==> config.mk <==
export PLATFORM = sky130hd
export DESIGN_NAME = asu_uart_top
export DESIGN_NICKNAME = d
export VERILOG_FILES = /design/src/core/asu_pkg.sv /design/src/core/asu_sync.sv /design/src/core/asu_uart_top.sv
export SDC_FILE = /design/constraint.sdc
export NUM_CORES = 1
export LEC_CHECK = 0
export ABC_AREA = 1
export BUFFER_PORTS_ARGS = -buffer_cell sky130_fd_sc_hd__buf_2
export CAP_MARGIN = 30
export CORE_ASPECT_RATIO = 0.5
export CORE_MARGIN = 4
export CORE_UTILIZATION = 35
export CTS_BUF_LIST = sky130_fd_sc_hd__clkbuf_16
export DETAILED_ROUTE_END_ITERATION = 7
export SYNTH_ARGS = -nofsm -noshare
export SYNTH_HDL_FRONTEND = slang
export SYNTH_SLANG_ARGS = --single-unit
export TNS_END_PERCENT = 10
==> constraint.sdc <==
create_clock -name clock -period 6.9 [get_ports clock]
set_clock_uncertainty 0.2 [all_clocks]
set_input_delay 1.38 -clock clock [delete_from_list [all_inputs] [get_ports clock]]
set_output_delay 1.38 -clock clock [all_outputs]
set_load 0.005 [all_outputs]
==> src/core/asu_pkg.sv <==
// package: register map, field layout, states and carriers of the channel
package asu_pkg;
  // ==========================================================
  // register offsets (byte addresses, one word each)
  localparam logic [7:0] OFF_DATA = 8'h00;
  localparam logic [7:0] OFF_IER = 8'h04;
  localparam logic [7:0] OFF_ISR = 8'h08;
  localparam logic [7:0] OFF_LCR = 8'h0C;
  localparam logic [7:0] OFF_MCR = 8'h10;
  localparam logic [7:0] OFF_LSR = 8'h14;
  localparam logic [7:0] OFF_MSR = 8'h18;
  localparam logic [7:0] OFF_DIV = 8'h1C;
  // ==========================================================
  // field positions
  localparam int IER_RX = 0;
  localparam int IER_THRE = 1;
  localparam int IER_LINE = 2;
  localparam int IER_MODEM = 3;
  localparam int MCR_RTS = 1;
  localparam int MCR_IRQ_OE = 3;
  localparam int LCR_PEN = 3;
  localparam int LCR_EVEN = 4;
  localparam int LCR_STOP = 2;
  localparam int MSR_DCTS = 0;
  localparam int MSR_CTS = 4;
  // ==========================================================
  // reset values
  localparam logic [7:0] IER_RST = 8'h00;
  localparam logic [7:0] LCR_RST = 8'h03;
  localparam logic [7:0] MCR_RST = 8'h00;
  localparam logic [15:0] DIV_RST = 16'h0001;
  // ==========================================================
  // isr identification codes
  localparam logic [3:0] ISR_NONE = 4'h1;
  localparam logic [3:0] ISR_LINE = 4'h6;
  localparam logic [3:0] ISR_RXTRG = 4'h4;
  localparam logic [3:0] ISR_RXTMO = 4'hC;
  localparam logic [3:0] ISR_THRE = 4'h2;
  localparam logic [3:0] ISR_MODEM = 4'h0;
  // ==========================================================
  // fifo and timing counts (in 16x oversampling ticks)
  localparam int PTR_W = 4;
  localparam logic [4:0] FIFO_DEPTH = 5'h10;
  localparam logic [4:0] RX_TRIG = 5'h0E;
  localparam logic [5:0] TICK_BIT_LAST = 6'h0F;
  localparam logic [5:0] TICK_HALF = 6'h07;
  localparam logic [5:0] TICK_STOP1 = 6'h0F;
  localparam logic [5:0] TICK_STOP15 = 6'h17;
  localparam logic [5:0] TICK_STOP2 = 6'h1F;
  localparam logic [9:0] RX_TMO_TICKS = 10'h280;
  localparam logic [1:0] RESP_OKAY = 2'h0;
  localparam logic [1:0] RESP_SLVERR = 2'h2;
  // ==========================================================
  // serial state machines
  typedef enum logic [4:0] {
    ST_IDLE = 5'b00001,
    ST_START = 5'b00010,
    ST_DATA = 5'b00100,
    ST_PAR = 5'b01000,
    ST_STOP = 5'b10000
  } asu_ser_e;
  // ==========================================================
  // axi4-lite carriers
  typedef struct packed {
    logic awvalid;
    logic [7:0] awaddr;
    logic wvalid;
    logic [31:0] wdata;
    logic [3:0] wstrb;
    logic bready;
    logic arvalid;
    logic [7:0] araddr;
    logic rready;
  } asu_axi_req_s;
  typedef struct packed {
    logic awready;
    logic wready;
    logic bvalid;
    logic [1:0] bresp;
    logic arready;
    logic rvalid;
    logic [31:0] rdata;
    logic [1:0] rresp;
  } asu_axi_rsp_s;
endpackage

==> src/core/asu_sync.sv <==
// two-flop synchroniser for asynchronous pin inputs
`timescale 1ns/100ps
module asu_sync #(
  parameter logic RST_VAL = 1'b1
) (
  input wire logic clock,
  input wire logic rstn,
  input wire logic din,
  output logic dout
);
  logic meta_ff;
  always_ff @(posedge clock or negedge rstn)
  begin
    if (!rstn)
    begin
      meta_ff <= RST_VAL;
      dout <= RST_VAL;
    end
    else
    begin
      meta_ff <= din;
      dout <= meta_ff;
    end
  end
endmodule

==> src/core/asu_uart_top.sv <==
// serial channel: axi4-lite registers, fifos, transmitter, receiver
// Summary of operation
// - modem status reads 11H when clear-to-send is on and has changed
// - reported clear-to-send change with modem interrupt enabled raises irq
// - each transmit holding write queues a byte unless the queue is full; queued bytes shift out
// - modem control 08H keeps irq output on and releases ready-to-send
// - modem status reads 01H after clear-to-send drops
// - receive interrupt at 14 unread bytes, or fewer with timeout
// - idle transmit line sits at mark, logical 1
// - each character opens with one start bit at 0
// - data bits end with a stop bit at 1
// - data bits per character selectable 5 to 8
// - parity bit goes after last data bit, before stop
// - even or odd parity over data plus parity; none omits it
// - receiver flags a parity error on mismatch
// - stop period 1, 1-1/2 or 2 bit times
// - space longer than a character is a break, not data
// - one bit per baud interval
// - only receive, transmit, ready-to-send and clear-to-send lines
// - ready-to-send and clear-to-send are active low
// - irq reaches host only with modem control bit 3 set
`timescale 1ns/100ps
module asu_uart_top (
  input wire logic clock,
  input wire logic rstn,
  input wire asu_pkg::asu_axi_req_s axi_req,
  output asu_pkg::asu_axi_rsp_s axi_rsp,
  input wire logic rxd,
  output logic txd,
  output logic rts_n,
  input wire logic cts_n,
  output logic host_irq_line_zero_n
);
  import asu_pkg::*;
  // ==========================================================
  // pin synchronisers
  logic rxd_s, cts_n_s;
  asu_sync #(.RST_VAL(1'b1)) u_sync_rxd (
    .clock(clock), .rstn(rstn), .din(rxd), .dout(rxd_s));
  asu_sync #(.RST_VAL(1'b1)) u_sync_cts (
    .clock(clock), .rstn(rstn), .din(cts_n), .dout(cts_n_s));
  // ==========================================================
  // registers and bus state
  logic [7:0] ier_ff, lcr_ff, mcr_ff;
  logic [15:0] div_ff;
  logic aw_got_ff, w_got_ff, bvalid_ff, rvalid_ff;
  logic [7:0] awaddr_ff;
  logic [31:0] wdata_ff, rdata_ff;
  logic [3:0] wstrb_ff;
  logic [1:0] bresp_ff, rresp_ff;
  logic cts_prev_ff, dcts_ff, irq_n_ff;
  logic perr_ff, ferr_ff, brk_ff, ovr_ff, tmo_ff;
  logic [9:0] tmo_cnt_ff;
  logic [15:0] baud_cnt_ff;
  logic tick_ff;
  // ==========================================================
  // bus decode
  wire wr_go = aw_got_ff && w_got_ff && !bvalid_ff;
  wire wr_lane = wstrb_ff[0];
  wire wr_data = wr_go && wr_lane && awaddr_ff == OFF_DATA;
  wire wr_ier = wr_go && wr_lane && awaddr_ff == OFF_IER;
  wire wr_lcr = wr_go && wr_lane && awaddr_ff == OFF_LCR;
  wire wr_mcr = wr_go && wr_lane && awaddr_ff == OFF_MCR;
  wire wr_div = wr_go && awaddr_ff == OFF_DIV;
  wire ar_go = axi_req.arvalid && !rvalid_ff;
  wire rd_data = ar_go && axi_req.araddr == OFF_DATA;
  wire rd_lsr = ar_go && axi_req.araddr == OFF_LSR;
  wire rd_msr = ar_go && axi_req.araddr == OFF_MSR;
  wire wr_mapped = awaddr_ff <= OFF_DIV && awaddr_ff[1:0] == 2'h0;
  wire rd_mapped = axi_req.araddr <= OFF_DIV
    && axi_req.araddr[1:0] == 2'h0;
  // ==========================================================
  // fifos: arrays of 16 bytes each
  logic [7:0] txq_mem [0:15];
  logic [7:0] rxq_mem [0:15];
  logic [PTR_W-1:0] txq_wr_ff, txq_rd_ff, rxq_wr_ff, rxq_rd_ff;
  logic [4:0] txq_cnt_ff, rxq_cnt_ff;
  logic tx_pop, rx_push;
  logic [7:0] rx_byte;
  wire txq_full = txq_cnt_ff == FIFO_DEPTH;
  wire rxq_full = rxq_cnt_ff == FIFO_DEPTH;
  // writes to a full transmit queue are dropped; the host must pace itself
  wire tx_push = wr_data && !txq_full;
  wire rx_pop = rd_data && rxq_cnt_ff != 5'h00;
  wire rx_store = rx_push && !rxq_full;
  wire [4:0] nxt_txq_cnt = txq_cnt_ff + {4'h0, tx_push} - {4'h0, tx_pop};
  wire [4:0] nxt_rxq_cnt = rxq_cnt_ff + {4'h0, rx_store}
    - {4'h0, rx_pop};
  always_ff @(posedge clock)
  begin
    if (tx_push)
      txq_mem[txq_wr_ff] <= wdata_ff[7:0];
    if (rx_store)
      rxq_mem[rxq_wr_ff] <= rx_byte;
  end
  always_ff @(posedge clock or negedge rstn)
  begin
    if (!rstn)
    begin
      txq_wr_ff <= '0;
      txq_rd_ff <= '0;
      rxq_wr_ff <= '0;
      rxq_rd_ff <= '0;
      txq_cnt_ff <= 5'h00;
      rxq_cnt_ff <= 5'h00;
    end
    else
    begin
      txq_wr_ff <= txq_wr_ff + PTR_W'(tx_push);
      txq_rd_ff <= txq_rd_ff + PTR_W'(tx_pop);
      rxq_wr_ff <= rxq_wr_ff + PTR_W'(rx_store);
      rxq_rd_ff <= rxq_rd_ff + PTR_W'(rx_pop);
      txq_cnt_ff <= nxt_txq_cnt;
      rxq_cnt_ff <= nxt_rxq_cnt;
    end
  end
  // ==========================================================
  // baud generator: 16 ticks per bit, one bit per baud interval
  wire [15:0] div_last = div_ff == 16'h0000 ? 16'h0000 : div_ff - 16'h0001;
  always_ff @(posedge clock or negedge rstn)
  begin
    if (!rstn)
    begin
      baud_cnt_ff <= 16'h0000;
      tick_ff <= 1'b0;
    end
    else
    begin
      tick_ff <= baud_cnt_ff >= div_last;
      baud_cnt_ff <= baud_cnt_ff >= div_last ? 16'h0000
        : baud_cnt_ff + 16'h0001;
    end
  end
  // ==========================================================
  // character format
  wire [2:0] nbits_last = {1'b1, lcr_ff[1:0]}; // 4..7 -> 5..8 bits
  wire [5:0] stop_last = !lcr_ff[LCR_STOP] ? TICK_STOP1
    : lcr_ff[1:0] == 2'h0 ? TICK_STOP15 : TICK_STOP2;
  wire par_on = lcr_ff[LCR_PEN];
  // ==========================================================
  // transmitter
  asu_ser_e tx_st_ff, nxt_tx_st;
  logic [5:0] tx_tk_ff;
  logic [2:0] tx_bit_ff;
  logic [7:0] tx_sh_ff;
  logic tx_par_ff, txd_ff;
  wire tx_bit_end = tick_ff && tx_tk_ff == TICK_BIT_LAST;
  wire tx_stop_end = tick_ff && tx_tk_ff == stop_last;
  assign tx_pop = tx_st_ff == ST_IDLE && txq_cnt_ff != 5'h00;
  always_comb
  begin
    nxt_tx_st = tx_st_ff;
    case (tx_st_ff)
      ST_IDLE: if (tx_pop) nxt_tx_st = ST_START;
      ST_START: if (tx_bit_end) nxt_tx_st = ST_DATA;
      ST_DATA:
        if (tx_bit_end && tx_bit_ff == nbits_last)
          nxt_tx_st = par_on ? ST_PAR : ST_STOP;
      ST_PAR: if (tx_bit_end) nxt_tx_st = ST_STOP;
      ST_STOP: if (tx_stop_end) nxt_tx_st = ST_IDLE;
      default: nxt_tx_st = ST_IDLE;
    endcase
  end
  always_ff @(posedge clock or negedge rstn)
  begin
    if (!rstn)
    begin
      tx_st_ff <= ST_IDLE;
      tx_tk_ff <= 6'h00;
      tx_bit_ff <= 3'h0;
      tx_sh_ff <= 8'h00;
      tx_par_ff <= 1'b0;
      txd_ff <= 1'b1;
    end
    else
    begin
      tx_st_ff <= nxt_tx_st;
      // restart the tick count at every data bit edge too, not only on
      // state changes, or the next bit would run until the counter wraps
      if (tx_pop || nxt_tx_st != tx_st_ff
        || (tx_st_ff == ST_DATA && tx_bit_end))
        tx_tk_ff <= 6'h00;
      else if (tick_ff)
        tx_tk_ff <= tx_tk_ff + 6'h01;
      if (tx_pop)
      begin
        tx_sh_ff <= txq_mem[txq_rd_ff];
        tx_bit_ff <= 3'h0;
        tx_par_ff <= !lcr_ff[LCR_EVEN]; // odd starts at 1
      end
      else if (tx_st_ff == ST_DATA && tx_bit_end)
      begin
        tx_sh_ff <= {1'b0, tx_sh_ff[7:1]};
        tx_bit_ff <= tx_bit_ff + 3'h1;
        tx_par_ff <= tx_par_ff ^ tx_sh_ff[0];
      end
      case (tx_st_ff)
        ST_START: txd_ff <= 1'b0;
        ST_DATA: txd_ff <= tx_sh_ff[0];
        ST_PAR: txd_ff <= tx_par_ff;
        ST_STOP: txd_ff <= 1'b1;
        default: txd_ff <= 1'b1;
      endcase
    end
  end
  // ==========================================================
  // receiver
  asu_ser_e rx_st_ff;
  logic [5:0] rx_tk_ff;
  logic [2:0] rx_bit_ff;
  logic [7:0] rx_sh_ff;
  logic rx_par_ff, rx_brk_wait_ff;
  wire rx_mid = tick_ff && rx_tk_ff == TICK_BIT_LAST;
  wire rx_stop_mid = rx_st_ff == ST_STOP && rx_mid;
  // all-space character with space stop bit is a break, never data
  wire rx_is_brk = rx_stop_mid && !rxd_s && rx_sh_ff == 8'h00
    && !rx_par_ff; // all-zero data, so this is the parity bit
  assign rx_push = rx_stop_mid && !rx_is_brk;
  assign rx_byte = rx_sh_ff >> (3'h7 - nbits_last);
  // running xor over data and parity ends at 0 for even, 1 for odd
  wire rx_perr = par_on && rx_par_ff == lcr_ff[LCR_EVEN];
  always_ff @(posedge clock or negedge rstn)
  begin
    if (!rstn)
    begin
      rx_st_ff <= ST_IDLE;
      rx_tk_ff <= 6'h00;
      rx_bit_ff <= 3'h0;
      rx_sh_ff <= 8'h00;
      rx_par_ff <= 1'b0;
      rx_brk_wait_ff <= 1'b0;
    end
    else
    begin
      if (rx_mid)
        rx_tk_ff <= 6'h00;
      else if (tick_ff)
        rx_tk_ff <= rx_tk_ff + 6'h01;
      case (rx_st_ff)
        ST_IDLE:
          if (rx_brk_wait_ff)
            rx_brk_wait_ff <= !rxd_s;
          else if (tick_ff && !rxd_s)
          begin
            rx_st_ff <= ST_START;
            rx_tk_ff <= 6'h00;
          end
        ST_START:
          if (tick_ff && rx_tk_ff == TICK_HALF)
          begin
            // re-phase so later samples land mid-bit
            rx_st_ff <= rxd_s ? ST_IDLE : ST_DATA;
            rx_tk_ff <= 6'h00;
            rx_bit_ff <= 3'h0;
            rx_par_ff <= 1'b0;
          end
        ST_DATA:
          if (rx_mid)
          begin
            rx_sh_ff <= {rxd_s, rx_sh_ff[7:1]};
            rx_par_ff <= rx_par_ff ^ rxd_s;
            rx_bit_ff <= rx_bit_ff + 3'h1;
            if (rx_bit_ff == nbits_last)
              rx_st_ff <= par_on ? ST_PAR : ST_STOP;
          end
        ST_PAR:
          if (rx_mid)
          begin
            rx_par_ff <= rx_par_ff ^ rxd_s;
            rx_st_ff <= ST_STOP;
          end
        default:
          if (rx_mid)
          begin
            rx_st_ff <= ST_IDLE;
            rx_brk_wait_ff <= rx_is_brk;
          end
      endcase
      if (rx_st_ff == ST_START && tick_ff && rx_tk_ff == TICK_HALF)
        rx_sh_ff <= 8'h00;
    end
  end
  // ==========================================================
  // line status flags: hardware set wins over read clear
  always_ff @(posedge clock or negedge rstn)
  begin
    if (!rstn)
    begin
      perr_ff <= 1'b0;
      ferr_ff <= 1'b0;
      brk_ff <= 1'b0;
      ovr_ff <= 1'b0;
      tmo_ff <= 1'b0;
      tmo_cnt_ff <= 10'h000;
    end
    else
    begin
      perr_ff <= (rx_push && rx_perr) || (perr_ff && !rd_lsr);
      ferr_ff <= (rx_push && !rxd_s) || (ferr_ff && !rd_lsr);
      brk_ff <= rx_is_brk || (brk_ff && !rd_lsr);
      ovr_ff <= (rx_push && rxq_full) || (ovr_ff && !rd_lsr);
      if (rx_store || rx_pop || rxq_cnt_ff == 5'h00)
        tmo_cnt_ff <= 10'h000;
      else if (tick_ff && tmo_cnt_ff != RX_TMO_TICKS)
        tmo_cnt_ff <= tmo_cnt_ff + 10'h001;
      tmo_ff <= tmo_cnt_ff == RX_TMO_TICKS;
    end
  end
  // ==========================================================
  // modem status and interrupt line
  wire cts_on = !cts_n_s;
  wire cts_chg = cts_on != cts_prev_ff;
  wire line_err = perr_ff || ferr_ff || brk_ff || ovr_ff;
  wire rx_trg = rxq_cnt_ff >= RX_TRIG;
  wire [3:0] isr_id = ier_ff[IER_LINE] && line_err ? ISR_LINE
    : ier_ff[IER_RX] && rx_trg ? ISR_RXTRG
    : ier_ff[IER_RX] && tmo_ff ? ISR_RXTMO
    : ier_ff[IER_THRE] && txq_cnt_ff == 5'h00 ? ISR_THRE
    : ier_ff[IER_MODEM] && dcts_ff ? ISR_MODEM : ISR_NONE;
  wire irq_any = isr_id != ISR_NONE;
  wire [7:0] msr_val = {3'h0, cts_on, 3'h0, dcts_ff};
  wire [7:0] lsr_val = {1'b0, tx_st_ff == ST_IDLE && txq_cnt_ff == 5'h00,
    txq_cnt_ff == 5'h00, brk_ff, ferr_ff, perr_ff, ovr_ff,
    rxq_cnt_ff != 5'h00};
  always_ff @(posedge clock or negedge rstn)
  begin
    if (!rstn)
    begin
      cts_prev_ff <= 1'b0;
      dcts_ff <= 1'b0;
      irq_n_ff <= 1'b1;
    end
    else
    begin
      cts_prev_ff <= cts_on;
      dcts_ff <= cts_chg || (dcts_ff && !rd_msr);
      irq_n_ff <= !(mcr_ff[MCR_IRQ_OE] && irq_any);
    end
  end
  // ==========================================================
  // read data mux
  wire [7:0] rd_val = axi_req.araddr == OFF_DATA ? rxq_mem[rxq_rd_ff]
    : axi_req.araddr == OFF_IER ? ier_ff
    : axi_req.araddr == OFF_ISR ? {4'h0, isr_id}
    : axi_req.araddr == OFF_LCR ? lcr_ff
    : axi_req.araddr == OFF_MCR ? mcr_ff
    : axi_req.araddr == OFF_LSR ? lsr_val
    : axi_req.araddr == OFF_MSR ? msr_val : 8'h00;
  wire [31:0] rd_word = axi_req.araddr == OFF_DIV ? {16'h0000, div_ff}
    : rd_data && rxq_cnt_ff == 5'h00 ? 32'h0000_0000 : {24'h0, rd_val};
  // ==========================================================
  // axi4-lite slave and control registers
  always_ff @(posedge clock or negedge rstn)
  begin
    if (!rstn)
    begin
      aw_got_ff <= 1'b0;
      w_got_ff <= 1'b0;
      bvalid_ff <= 1'b0;
      rvalid_ff <= 1'b0;
      awaddr_ff <= 8'h00;
      wdata_ff <= 32'h0000_0000;
      wstrb_ff <= 4'h0;
      bresp_ff <= RESP_OKAY;
      rresp_ff <= RESP_OKAY;
      rdata_ff <= 32'h0000_0000;
      ier_ff <= IER_RST;
      lcr_ff <= LCR_RST;
      mcr_ff <= MCR_RST;
      div_ff <= DIV_RST;
    end
    else
    begin
      if (axi_req.awvalid && !aw_got_ff)
      begin
        aw_got_ff <= 1'b1;
        awaddr_ff <= axi_req.awaddr;
      end
      if (axi_req.wvalid && !w_got_ff)
      begin
        w_got_ff <= 1'b1;
        wdata_ff <= axi_req.wdata;
        wstrb_ff <= axi_req.wstrb;
      end
      if (wr_go)
      begin
        bvalid_ff <= 1'b1;
        bresp_ff <= wr_mapped ? RESP_OKAY : RESP_SLVERR;
      end
      else if (bvalid_ff && axi_req.bready)
      begin
        bvalid_ff <= 1'b0;
        aw_got_ff <= 1'b0;
        w_got_ff <= 1'b0;
      end
      if (ar_go)
      begin
        rvalid_ff <= 1'b1;
        rdata_ff <= rd_mapped ? rd_word : 32'h0000_0000;
        rresp_ff <= rd_mapped ? RESP_OKAY : RESP_SLVERR;
      end
      else if (rvalid_ff && axi_req.rready)
        rvalid_ff <= 1'b0;
      if (wr_ier)
        ier_ff <= {4'h0, wdata_ff[3:0]};
      if (wr_lcr)
        lcr_ff <= wdata_ff[7:0];
      if (wr_mcr)
        mcr_ff <= wdata_ff[7:0];
      if (wr_div && wstrb_ff[0])
        div_ff[7:0] <= wdata_ff[7:0];
      if (wr_div && wstrb_ff[1])
        div_ff[15:8] <= wdata_ff[15:8];
    end
  end
  // ==========================================================
  // outputs
  assign axi_rsp.awready = !aw_got_ff;
  assign axi_rsp.wready = !w_got_ff;
  assign axi_rsp.bvalid = bvalid_ff;
  assign axi_rsp.bresp = bresp_ff;
  assign axi_rsp.arready = !rvalid_ff;
  assign axi_rsp.rvalid = rvalid_ff;
  assign axi_rsp.rdata = rdata_ff;
  assign axi_rsp.rresp = rresp_ff;
  assign txd = txd_ff;
  // only four signal lines exist; ready-to-send driven low when on
  assign rts_n = !mcr_ff[MCR_RTS];
  assign host_irq_line_zero_n = irq_n_ff;
endmodule

==> impl_results.md, run 1 <==
* ANT nets after route at 0
* Clock buffer count from CTS at 44
* Largest net degree at the start of global routing at 97
* Worst vdd ir at 179 µV
* Share of the yosys chip area belonging to registers at 0.604
* Reg-to-reg startpoint: div_ff[4]$_DFFE_PN0P_
* Core area at 0.0592 mm²
* CP max FO at 14
* Final core occ at 0.397
* CTS Hold Buffers Added at 0
* Per-cell routed wire length at 16.0 µm
* 1st-pass router iterations at 5
* Final TNS setup at 0 ns
* Max_slew headroom at 0.312
* Count of final max-slew check failures at 0
* Met1 GRT Util at 0.216
* Post-synth cell types at 53
* Syn Std Cell Area at about 0.021 mm²
* Dpl ws at 2.07 ns
* Final setup violation count at 0
* Ant. Diodes at 0
* Post-synthesis average cell area at 9.87 µm²
* # clock sinks at 453
* First-pass GRT wire length at just under 80000 µm
* Worst setup SP type: input port
* Top Usage Layer GRT: met2
* Worst-Margin Slew at 1.03 ns
* IO buf count at 68
* RePlAce Congestion at between 0.8 and 0.9
* CTS Root Cell: clkbuf_16
* Residual DRC at 0
* FF+latch count, synth at 453
* Commonest register cell after synthesis: edfxtp_1
* I/O pins at approximately 110
* CP Capture Type: flip-flop
* Initial core utilization at 0.353
* Total GRT Usage at 0.150
* Post-route non-filler standard cell count at 3036
* FMAX at 0.234 GHz
* Die area at ~0.064 mm²
* Setup Buffers After CTS at 0
* FF-to-FF setup slack at 3.30 ns
* Static Leak at 9.86 nW
* Initial antenna violation count at 0
* CP Class: input port to flip-flop
* EDFF count, synth at 256
* Min-delay src: u_sync_cts.meta_ff$_DFF_PN1_
* Die Width at 354 µm
* Setup ws final at 2.63 ns
* GRT met3 Usage at 0.0231
* Crit path arrival time at around 4.6 ns
* Cells after Synth at 2118
* Post-synthesis async set-or-reset flop share at 0.435
* CTS Buffer Depth at 3
* Register clock-pin slew on the reported worst setup and hold paths at approximately 0.06 ns
* Vias per std cell at about 5
* RSZ-0062 raised after global routing: false
* GRT met2 Usage at 0.237
* Pwr/cell area at between 300 and 400 mW/mm²
* Vias in the first global route at around 14000
* Area delta synth->final at 12.4%
* FF-to-FF End: baud_cnt_ff[15]$_DFF_PN0_
* Worst EP required at between 7 and 8 ns
* Sum of routed wire length over all layers at approximately 49000 µm
* Global route total overflow at 0
* Most frequent cells in the layout: nand2_1 (407), edfxtp_1 (256), nor2_1 (226), nand3_1 (216), inv_1 (195)
* Htree depth at 2
* Initial DRC count at 1032
* Nets at 2301
* Vert. Die Dim at 181 µm
* Vias at 14900
* Run status: complete, no violations
* # placed instances at 2955
* Fraction of layout cells with a size suffix above 1 at 0.101
* Tmin final at 4.27 ns
* Hold Path End: u_sync_cts.dout$_DFF_PN1_
* Commonest non-fill, non-tap cell in the layout: nand2_1
* Final-report hold violation count at 0
* R2R cell count at 18
* Worst hold path type: flip-flop to flip-flop
* Max-cap viol count at 0
* Detailed placement HPWL at 31900 µm
* YS warnings at 0
* Cell Rows at 63
* Post-CTS Resized at 0
* CTS tree: built
* Hold depth at 0
* # fillers at 5765
* Later-pin clock latency in the skew report at 0.56 ns
* Tcrit/Tclk final at 0.619
==> worst max-delay path by stage <==
stage                           from                 endpoint  depth (start not counted)
final                     axi_req[7]  rxq_cnt_ff[4]$_DFF_PN0_                         14
after global routing      axi_req[8]  rxq_cnt_ff[4]$_DFF_PN0_                         14
after CTS                 axi_req[8]  rxq_cnt_ff[4]$_DFF_PN0_                         14
after detailed placement  axi_req[8]  rxq_cnt_ff[4]$_DFF_PN0_                         14
after global placement    axi_req[7]  rxq_cnt_ff[4]$_DFF_PN0_                         14
after floorplan           axi_req[1]  rxq_cnt_ff[4]$_DFF_PN0_                         13
==> synthesized netlist by cell type, types with 12 or more instances <==
| library cell | n | area, µm² |
|---|---|---|
| a21oi_1 | 61 | 305 |
| buf_2 | 21 | 105 |
| buf_4 | 20 | 150 |
| clkbuf_1 | 46 | 173 |
| dfrtp_1 | 186 | 4650 |
| edfxtp_1 | 256 | 7690 |
| ha_1 | 49 | 613 |
| inv_1 | 187 | 702 |
| nand2_1 | 407 | 1530 |
| nand3_1 | 216 | 1080 |
| nand4_1 | 24 | 150 |
| nor2_1 | 226 | 848 |
| nor3_1 | 31 | 155 |
| o211ai_1 | 24 | 180 |
| o21ai_0 | 167 | 836 |
| o221ai_1 | 15 | 131 |
| o22ai_1 | 12 | 75.1 |
| xor2_1 | 31 | 272 |
==> per-stage QoR <==
stage / power (W) / instance area [µm²] / hold WS, ns
floorplan: 0.00541 / 21000 / 0.145
global placement: 0.00610 / 22100 / 0.148
detailed placement: 0.00618 / 22200 / 0.148
CTS: 0.00846 / 23500 / 0.154
global route: 0.00901 / 23500 / 0.160
finish: 0.00838 / 23500 / 0.155
==> layout make-up <==
cell class,instances,area (µm²),share of cell area
clock buffer,44,1100,0.0468
clock inverter,37,224,0.00952
inverter,204,766,0.0326
multi-input combinational,1388,7150,0.304
sequential,453,12600,0.537
tap,812,1020,0.0432
timing repair buffer,98,623,0.0265
==> worst max-delay path, cell delays in order <==
cell     delay, ns
buf_2         0.09
inv_1         0.04
nand2_1       0.07
nor2_1        0.74
nand2_2       0.31
nor3_1        0.45
inv_1         0.09
ha_1          0.31
ha_1          0.21
fa_1          0.40
a21oi_1       0.15
nor2_1        0.05
nor2_1        0.11
xnor2_1       0.12
==> flip-flops by register name, summed over array words and instances, names as in the netlist, 6 cells and up <==
signal	flops
lcr_ff	8
rx_tk_ff	6
rx_sh_ff	8
mcr_ff	8
rxq_mem	128
tmo_cnt_ff	10
baud_cnt_ff	16
wdata_ff	16
div_ff	16
tx_tk_ff	6
txq_mem	128
tx_sh_ff	8
awaddr_ff	8
rdata_ff	16
==> cell families after synthesis <==
kind of cell	synth area share
and+or+nand+nor	0.201
DFF	0.604
AOI/OAI and AO/OA	0.0836
buffers and inverters	0.0576
adders and majority gates	0.0312
xor gates and xnor gates	0.0176
muxes	0.00473
other	0.000179
==> layer usage <==
metal  routed length (µm)  vias to the layer above
met4                 1210                        0
met1                23200                     7138
met5                    0                        -
met3                 2420                       85
li1                     -                     7340
met2                21800                      315
==> where the power goes <==
part	total, W	switching, W	internal, W
Sequential	0.00359	0.000338	0.00325
Clock	0.00226	0.00102	0.00123
Combinational	0.00253	0.00165	0.000877
Total	0.00838	0.00302	0.00537
No activity file was read; power rests on OpenSTA's default activity.
==> run 2: changes to the inputs <==
==> constraint.sdc (replaced) <==
create_clock -name clock -period 3.85 [get_ports clock]
set_clock_uncertainty 0.2 [all_clocks]
set_input_delay 0.77 -clock clock [delete_from_list [all_inputs] [get_ports clock]]
set_output_delay 0.77 -clock clock [all_outputs]
set_load 0.005 [all_outputs]
==> run 2 against run 1 <==
  * Core utilization grew 0.30 points
  * Count of clock-buffer cells in the layout is the same
  * Register-to-register slack lost 2.7 ns
  * Sequential power grew 79%
  * Setup slack lost 2.1 ns
  * Largest power group unchanged
  * Via count grew 0.27%
  * Largest cell class unchanged
  * Global-route usage is essentially flat
  * Non-clock buffer count grew 20
==> impl_results.md, run 2 (synthesis gave the netlist of run 1 again) <==
* Register Area at 0.0126 mm² (unchanged)
* Worst vdd ir at 435 µV (+140%)
* Commonest non-fill, non-tap cell in the layout: nand2_1
* Worst path cell trace: nand3_2 -> nor2_4 -> nand2_4 -> nor4_4 -> nand2_2 -> nor2_4 -> inv_1 -> ha_1 -> ha_1 -> fa_1 -> a21oi_1 -> nor2_1 -> nor2_1 -> xnor2_1
* CTS Buffer Depth at 3 (unchanged)
* Fraction of layout cells with a size suffix above 1 at 0.110 (+0.00846)
* Clock buffer count from CTS at 44 (unchanged)
* Worst Hold Margin at 0.0496 ns (-0.105 ns)
* DP Area at 0.0223 mm² (+0.64%)
* Slowest-stage cell, CP: dfrtp_1
* FMAX at 0.303 GHz
* # clock sinks at 453 (unchanged)
* Crit path arrival time at 3.58 ns (-0.97 ns)
* Setup Buffers After CTS at 0 (unchanged)
* Vias at 14900 (+0.27%)
* Worst-Margin Slew at 0.828 ns (-0.200 ns)
* Run status: complete, no violations
* Final core occ at 0.400 (+0.00304)
* Sum of routed wire length over all layers at 49000 µm (+0.67%)
* CP peak stage delay at 0.53 ns (-0.21 ns)
* Final-report hold violation count at 0 (unchanged)
* Cell Rows at 63 (unchanged)
* Worst EP required at 4.13 ns (-3.05 ns)
* Max-cap viol count at 0 (unchanged)
* 1st-pass router iterations at 5 (unchanged)
* Worst hold path type: input port to async pin
* Vias in the first global route at 14300 (+0.97%)
* Initial antenna violation count at 0 (unchanged)
* Initial DRC count at 1135 (+10%)
* Core area at 0.0592 mm² (unchanged)
* Count of final max-slew check failures at 0 (unchanged)
* CP Capture Type: flip-flop
* CTS tree: built
* Tmin final at 3.30 ns
* Max_slew headroom at 0.447 (+0.135)
* Die area at 0.0640 mm² (unchanged)
* CP Class: flip-flop to flip-flop
* CTS Root Cell: clkbuf_16
* Area delta synth->final at 13.3%
* Residual DRC at 0 (unchanged)
* Initial core utilization at 0.353 (unchanged)
* Delay-heaviest family, CP: simple AND/OR/NAND/NOR gates
* Final TNS setup at 0 ns (unchanged)
* IO buf count at 68 (unchanged)
* Area of the multi-input gates at 0.00715 mm² (about the same)
* Later-pin clock latency in the skew report at 0.56 ns (about the same)
* Post-route non-filler standard cell count at 3056 (+0.66%)
* Per-cell routed wire length at 16.0 µm (about the same)
* Global route total overflow at 0 (unchanged)
* Ant. Diodes at 0 (unchanged)
* # fillers at 5732 (-0.57%)
* WP buf/inv at 1 (-2)
* Final setup violation count at 0 (unchanged)
* CP max FO at 7 (-7)
* Largest net degree at the start of global routing at 79 (-19%)
* Die Width at 354 µm (unchanged)
* Htree depth at 2 (unchanged)
* Pwr/cell area at 640 mW/mm² (+80%)
* Worst setup SP type: flip-flop
* Static Leak at 10.0 nW (+1.7%)
* RSZ-0062 raised after global routing: false
* Most frequent cells in the layout: nand2_1 (407), edfxtp_1 (256), nor2_1 (226), nand3_1 (216), inv_1 (204)
* Nets at 2321 (+0.87%)
* First-pass GRT wire length at 78300 µm (+0.50%)
* Top flop regs: rxq_mem x128, txq_mem x128
* Vias per std cell at 4.88 (-0.39%)
* I/O pins at 105 (unchanged)
* CTS Hold Buffers Added at 0 (unchanged)
* Post-CTS Resized at 0 (unchanged)
* RePlAce Congestion at 0.850 (+3.3%)
* Total GRT Usage at 0.151 (+0.000376)
* # placed instances at 2975 (+0.68%)
* ANT nets after route at 0 (unchanged)
* Vert. Die Dim at 181 µm (unchanged)
* Detailed placement HPWL at 32500 µm (+2.0%)
* Cell area after layout at 0.0237 mm² (+0.77%)
* Register clock-pin slew on the reported worst setup and hold paths at 0.07 ns (about the same)
* Tcrit/Tclk final at 0.856
## run 2: cell types whose count changed in the layout (fill, tap and decap cells not counted), sizes merged
| cell | delta |
|---|---|
| buf | +20 |
| clkinvlp | -2 |
| clkinv | -13 |
| bufinv | +1 |
| inv | +14 |
## run 2: area by class of cell
class,instances,share of cell area
Sequential cell,453,0.533
Multi-Input combinational cell,1388,0.302
Clock inverter,37,0.0110
Timing Repair Buffer,118,0.0325
Tap cell,812,0.0429
Inverter,204,0.0323
Clock buffer,44,0.0465
## run 2: per-layer routing
metal  track usage  routed length [µm]  vias to the layer above
li1              -                   -                     7358
met1         0.218               23400                     7181
met2         0.238               22100                      306
met3        0.0226                2410                       73
met4        0.0366                1030                        0
met5             0                   0                        -
## run 2: path summary, 6_finish.rpt
check | startpoint | depth (start not counted) | slack, ns | end
worst max-delay path | tick_ff$_DFF_PN0_ | 14 | 0.55 | rxq_cnt_ff[4]$_DFF_PN0_
worst min-delay path | rstn | 1 | 0.05 | awaddr_ff[1]$_DFFE_PN0P_
worst max register to register | tick_ff$_DFF_PN0_ | 14 | 0.55 | rxq_cnt_ff[4]$_DFF_PN0_
worst min register to register | u_sync_cts.meta_ff$_DFF_PN1_ | 0 | 0.16 | u_sync_cts.dout$_DFF_PN1_
max in group asynchronous | rstn | 2 | 2.56 | u_sync_rxd.dout$_DFF_PN1_
min in group clock | rxd | 1 | 0.11 | u_sync_rxd.meta_ff$_DFF_PN1_
## run 2: metrics by stage
step / total power [W] / setup WS [ns]
final: 0.0152 / 0.553
after global routing: 0.0163 / 0.00127
after CTS: 0.0153 / 0.536
after detailed placement: 0.0111 / 0.413
after global placement: 0.0110 / 0.412
after floorplan: 0.00970 / 0.659
## run 2: report_power, final
part | leakage [nW] | internal [W] | switching, W
Combinational | 4.25 | 0.00159 | 0.00300
Sequential | 5.04 | 0.00583 | 0.000591
Clock | 0.742 | 0.00229 | 0.00187
Total | 10.0 | 0.00971 | 0.00546
## run 2: worst reg2reg max path, delay by kind of cell (launching register included)
kind,cells,cell delay (ns)
buffers and inverters,1,0.10
flip-flops,1,0.53
AND/OR/NAND/NOR,8,1.24
XOR/XNOR,1,0.12
AO/OA/AOI/OAI,1,0.14
adder cells (fa/ha/maj),3,0.90
==> run 3: changes to the inputs <==
==> constraint.sdc (replaced) <==
create_clock -name clock -period 2.8 [get_ports clock]
set_clock_uncertainty 0.2 [all_clocks]
set_input_delay 0.56 -clock clock [delete_from_list [all_inputs] [get_ports clock]]
set_output_delay 0.56 -clock clock [all_outputs]
set_load 0.005 [all_outputs]
==> run 3 against run 2 <==
  * The run now ends with negative setup slack left
  * Final area increased by 4.8%
  * Combinational power increased by 72%
  * Via count increased by 3.4%
  * Global-route usage increased by 0.53 points
  * Flip-flop and latch count unchanged
  * Critical endpoint is now baud_cnt_ff[5]$_DFF_PN0_
  * Die area unchanged
==> impl_results.md, run 3 (synthesis gave the netlist of run 1 again) <==
* Setup ws final at -0.103 ns (-0.656 ns)
* Register clock-pin slew on the reported worst setup and hold paths at 0.07 ns (about the same)
* Hold depth at 2
* Worst-Margin Slew at 0.749 ns (-0.0789 ns)
* Slowest-stage cell, CP: dfstp_2
* Crit path arrival time at 3.15 ns (-0.43 ns)
* Initial core utilization at 0.353 (unchanged)
* CTS Buffer Depth at 3 (unchanged)
* Area delta synth->final at 18.7%
* IO buf count at 68 (unchanged)
* Max_slew headroom at 0.500 (+0.0532)
* Fraction of layout cells with a size suffix above 1 at 0.167 (+0.0570)
* Final-report hold violation count at 0 (unchanged)
* Worst vdd ir at 529 µV (+22%)
* Met1 Wirelength at 24600 µm (+5.2%)
* Final core occ at 0.420 (+0.0193)
* Worst path cell trace: inv_1 -> buf_4 -> ha_2 -> nand2_2 -> nor2_2 -> inv_1 -> nor2_1 -> inv_1 -> o21ai_0 -> nand3_1 -> ha_1 -> nand2_1 -> inv_2 -> nand3_2 -> nor3_2 -> nand3_1 -> nand3_4 -> buf_6 -> nor3_2
* RSZ-0062 raised after global routing: true
* Worst EP required at 3.05 ns (-1.08 ns)
* Max-cap viol count at 0 (unchanged)
* Run status: complete, but fails checks
* Htree depth at 2 (unchanged)
* Dpl ws at -0.215 ns (-0.628 ns)
* FF-to-FF End: baud_cnt_ff[5]$_DFF_PN0_
* Most frequent cells in the layout: nand2_1 (405), edfxtp_1 (256), nor2_1 (220), nand3_1 (211), inv_1 (191)
* ANT nets after route at 0 (unchanged)
* Global route total overflow at 0 (unchanged)
* R2R cell count at 19 (+5)
* Vert. Die Dim at 181 µm (unchanged)
* Worst setup SP type: flip-flop
* Min-delay src: axi_req[53]
* FF-to-FF setup slack at -0.10 ns (-0.66 ns)
* Final TNS setup at -1.34 ns (-1.34 ns)
* Worst hold path type: input port to flip-flop
* Detailed placement HPWL at 33700 µm (+3.6%)
* Nets at 2436 (+5.0%)
* Total power at 0.0224 W (+48%)
* Hold Path End: awaddr_ff[5]$_DFFE_PN0P_
* Pwr/cell area at 903 mW/mm² (+41%)
* Per-cell routed wire length at 16.0 µm (-0.35%)
* I/O pins at 105 (unchanged)
* # placed instances at 3076 (+3.4%)
* 1st-pass router iterations at 5 (unchanged)
* CP Class: flip-flop to flip-flop
* Cell Rows at 63 (unchanged)
* CP Capture Type: flip-flop
* Sum of routed wire length over all layers at 50600 µm (+3.4%)
* Ant. Diodes at 0 (unchanged)
* Worst path most repeated cell: inv_1
* Die Width at 354 µm (unchanged)
* Die area at 0.0640 mm² (unchanged)
* Static Leak at 10.6 nW (+5.7%)
* DR top layer: met4
* Clock buffer count from CTS at 43 (-2.3%)
* CTS tree: built
* Reg-to-reg startpoint: div_ff[0]$_DFFE_PN1P_
* Tcrit/Tclk final at 1.04 (+0.180)
* FMAX at 0.345 GHz (+14%)
* CP peak stage delay at 0.37 ns (-0.16 ns)
* Vias per std cell at 4.87 (-0.32%)
* Largest net degree at the start of global routing at 64 (-19%)
* Top flop regs: rxq_mem x128, txq_mem x128
* Final setup violation count at 17 (+17)
* # clock sinks at 453 (unchanged)
* Count of final max-slew check failures at 0 (unchanged)
* # fillers at 5667 (-1.1%)
* RePlAce Congestion at 0.837 (-1.4%)
* Wire length on met3 at 2210 µm (-8.2%)
* Post-route non-filler standard cell count at 3170 (+3.7%)
* Initial antenna violation count at 0 (unchanged)
* Failing checks: negative setup slack
* Initial DRC count at 1388 (+22%)
* Vias at 15400 (+3.4%)
* Commonest non-fill, non-tap cell in the layout: nand2_1
* CP max FO at 7 (unchanged)
* Residual DRC at 0 (unchanged)
* Core area at 0.0592 mm² (unchanged)
* Met2 WL at 22600 µm (+2.4%)
* Vias in the first global route at 14800 (+3.7%)
* First-pass GRT wire length at 81100 µm (+3.6%)
* Total GRT Usage at 0.156 (+0.00526)
* CTS Root Cell: clkbuf_16
* Later-pin clock latency in the skew report at 0.57 ns (about the same)
* Tmin final at 2.90 ns (-0.394 ns)
-- run 3: cell count changes in the layout (fill, tap and decap cells not counted), moves of 5 or more --
cell / delta
inv_1: -13
ha_4: +6
dlygate4sd3_1: +5
nand3_1: -5
ha_1: -9
nor2_1: -6
buf_4: +106
clkinv_1: +7
-- run 3: what timing repair did --
action                                  4_1_cts  5_1_grt
pin swaps                                    18       21
endpoints found under the setup margin       20       41
hold buffers                                  5        0
hold endpoints to repair                     55        0
buffers inserted                              8        2
gates resized for setup                      25       25
-- run 3: through the flow --
| stage | instance area (µm²) | hold WS [ns] |
|---|---|---|
| 2_1_floorplan | 21000 | 0.0644 |
| 3_3_place_gp | 23100 | 0.157 |
| 3_5_place_dp | 23100 | 0.159 |
| 4_1_cts | 24700 | 0.00135 |
| 5_1_grt | 24800 | 0.0170 |
| 6_report | 24800 | 0.0258 |
-- run 3: how the worst max path moves through the flow --
stage | from | end | slack, ns | depth (start not counted)
floorplan | rx_tk_ff[1]$_DFF_PN0_ | rxq_cnt_ff[4]$_DFF_PN0_ | -0.11 | 15
global route | div_ff[0]$_DFFE_PN1P_ | baud_cnt_ff[3]$_DFF_PN0_ | -0.24 | 19
detailed placement | axi_req[7] | rxq_cnt_ff[4]$_DFF_PN0_ | -0.21 | 14
global placement | axi_req[7] | rxq_cnt_ff[4]$_DFF_PN0_ | -0.17 | 14
finish | div_ff[0]$_DFFE_PN1P_ | baud_cnt_ff[5]$_DFF_PN0_ | -0.10 | 19
CTS | rx_tk_ff[0]$_DFF_PN0_ | rxq_cnt_ff[4]$_DFF_PN0_ | -0.14 | 15
-- run 3: where the power goes --
part / switching [W] / internal (W) / total (W) / leakage, nW
clock network: 0.00261 / 0.00320 / 0.00582 / 0.706
logic: 0.00474 / 0.00315 / 0.00789 / 4.86
registers: 0.000722 / 0.00801 / 0.00874 / 5.04
-- run 3: final cells by class --
| type | count | area [µm²] | share of cell area |
|---|---|---|---|
| flip-flops and latches | 453 | 12600 | 0.509 |
| inverters | 204 | 769 | 0.0310 |
| repair buffers | 234 | 1690 | 0.0679 |
| well taps | 812 | 1020 | 0.0409 |
| clock buffers | 43 | 1080 | 0.0433 |
| clock inverters | 36 | 300 | 0.0121 |
| multi-input cells | 1388 | 7350 | 0.296 |
-- run 3: worst max-delay path, delay by kind of cell, from the launching register on --
| kind | cells | cell delay, ns |
|---|---|---|
| simple gates | 10 | 1.07 |
| buf+inv | 6 | 0.52 |
| fa+ha+maj | 2 | 0.46 |
| flops | 1 | 0.37 |
| compound gates | 1 | 0.16 |
-- run 3: per-layer routing --
layer / GRT usage / up-vias
met4: 0.0377 / 0
li1: - / 7610
met2: 0.242 / 297
met1: 0.230 / 7445
met5: 0 / -
met3: 0.0230 / 73
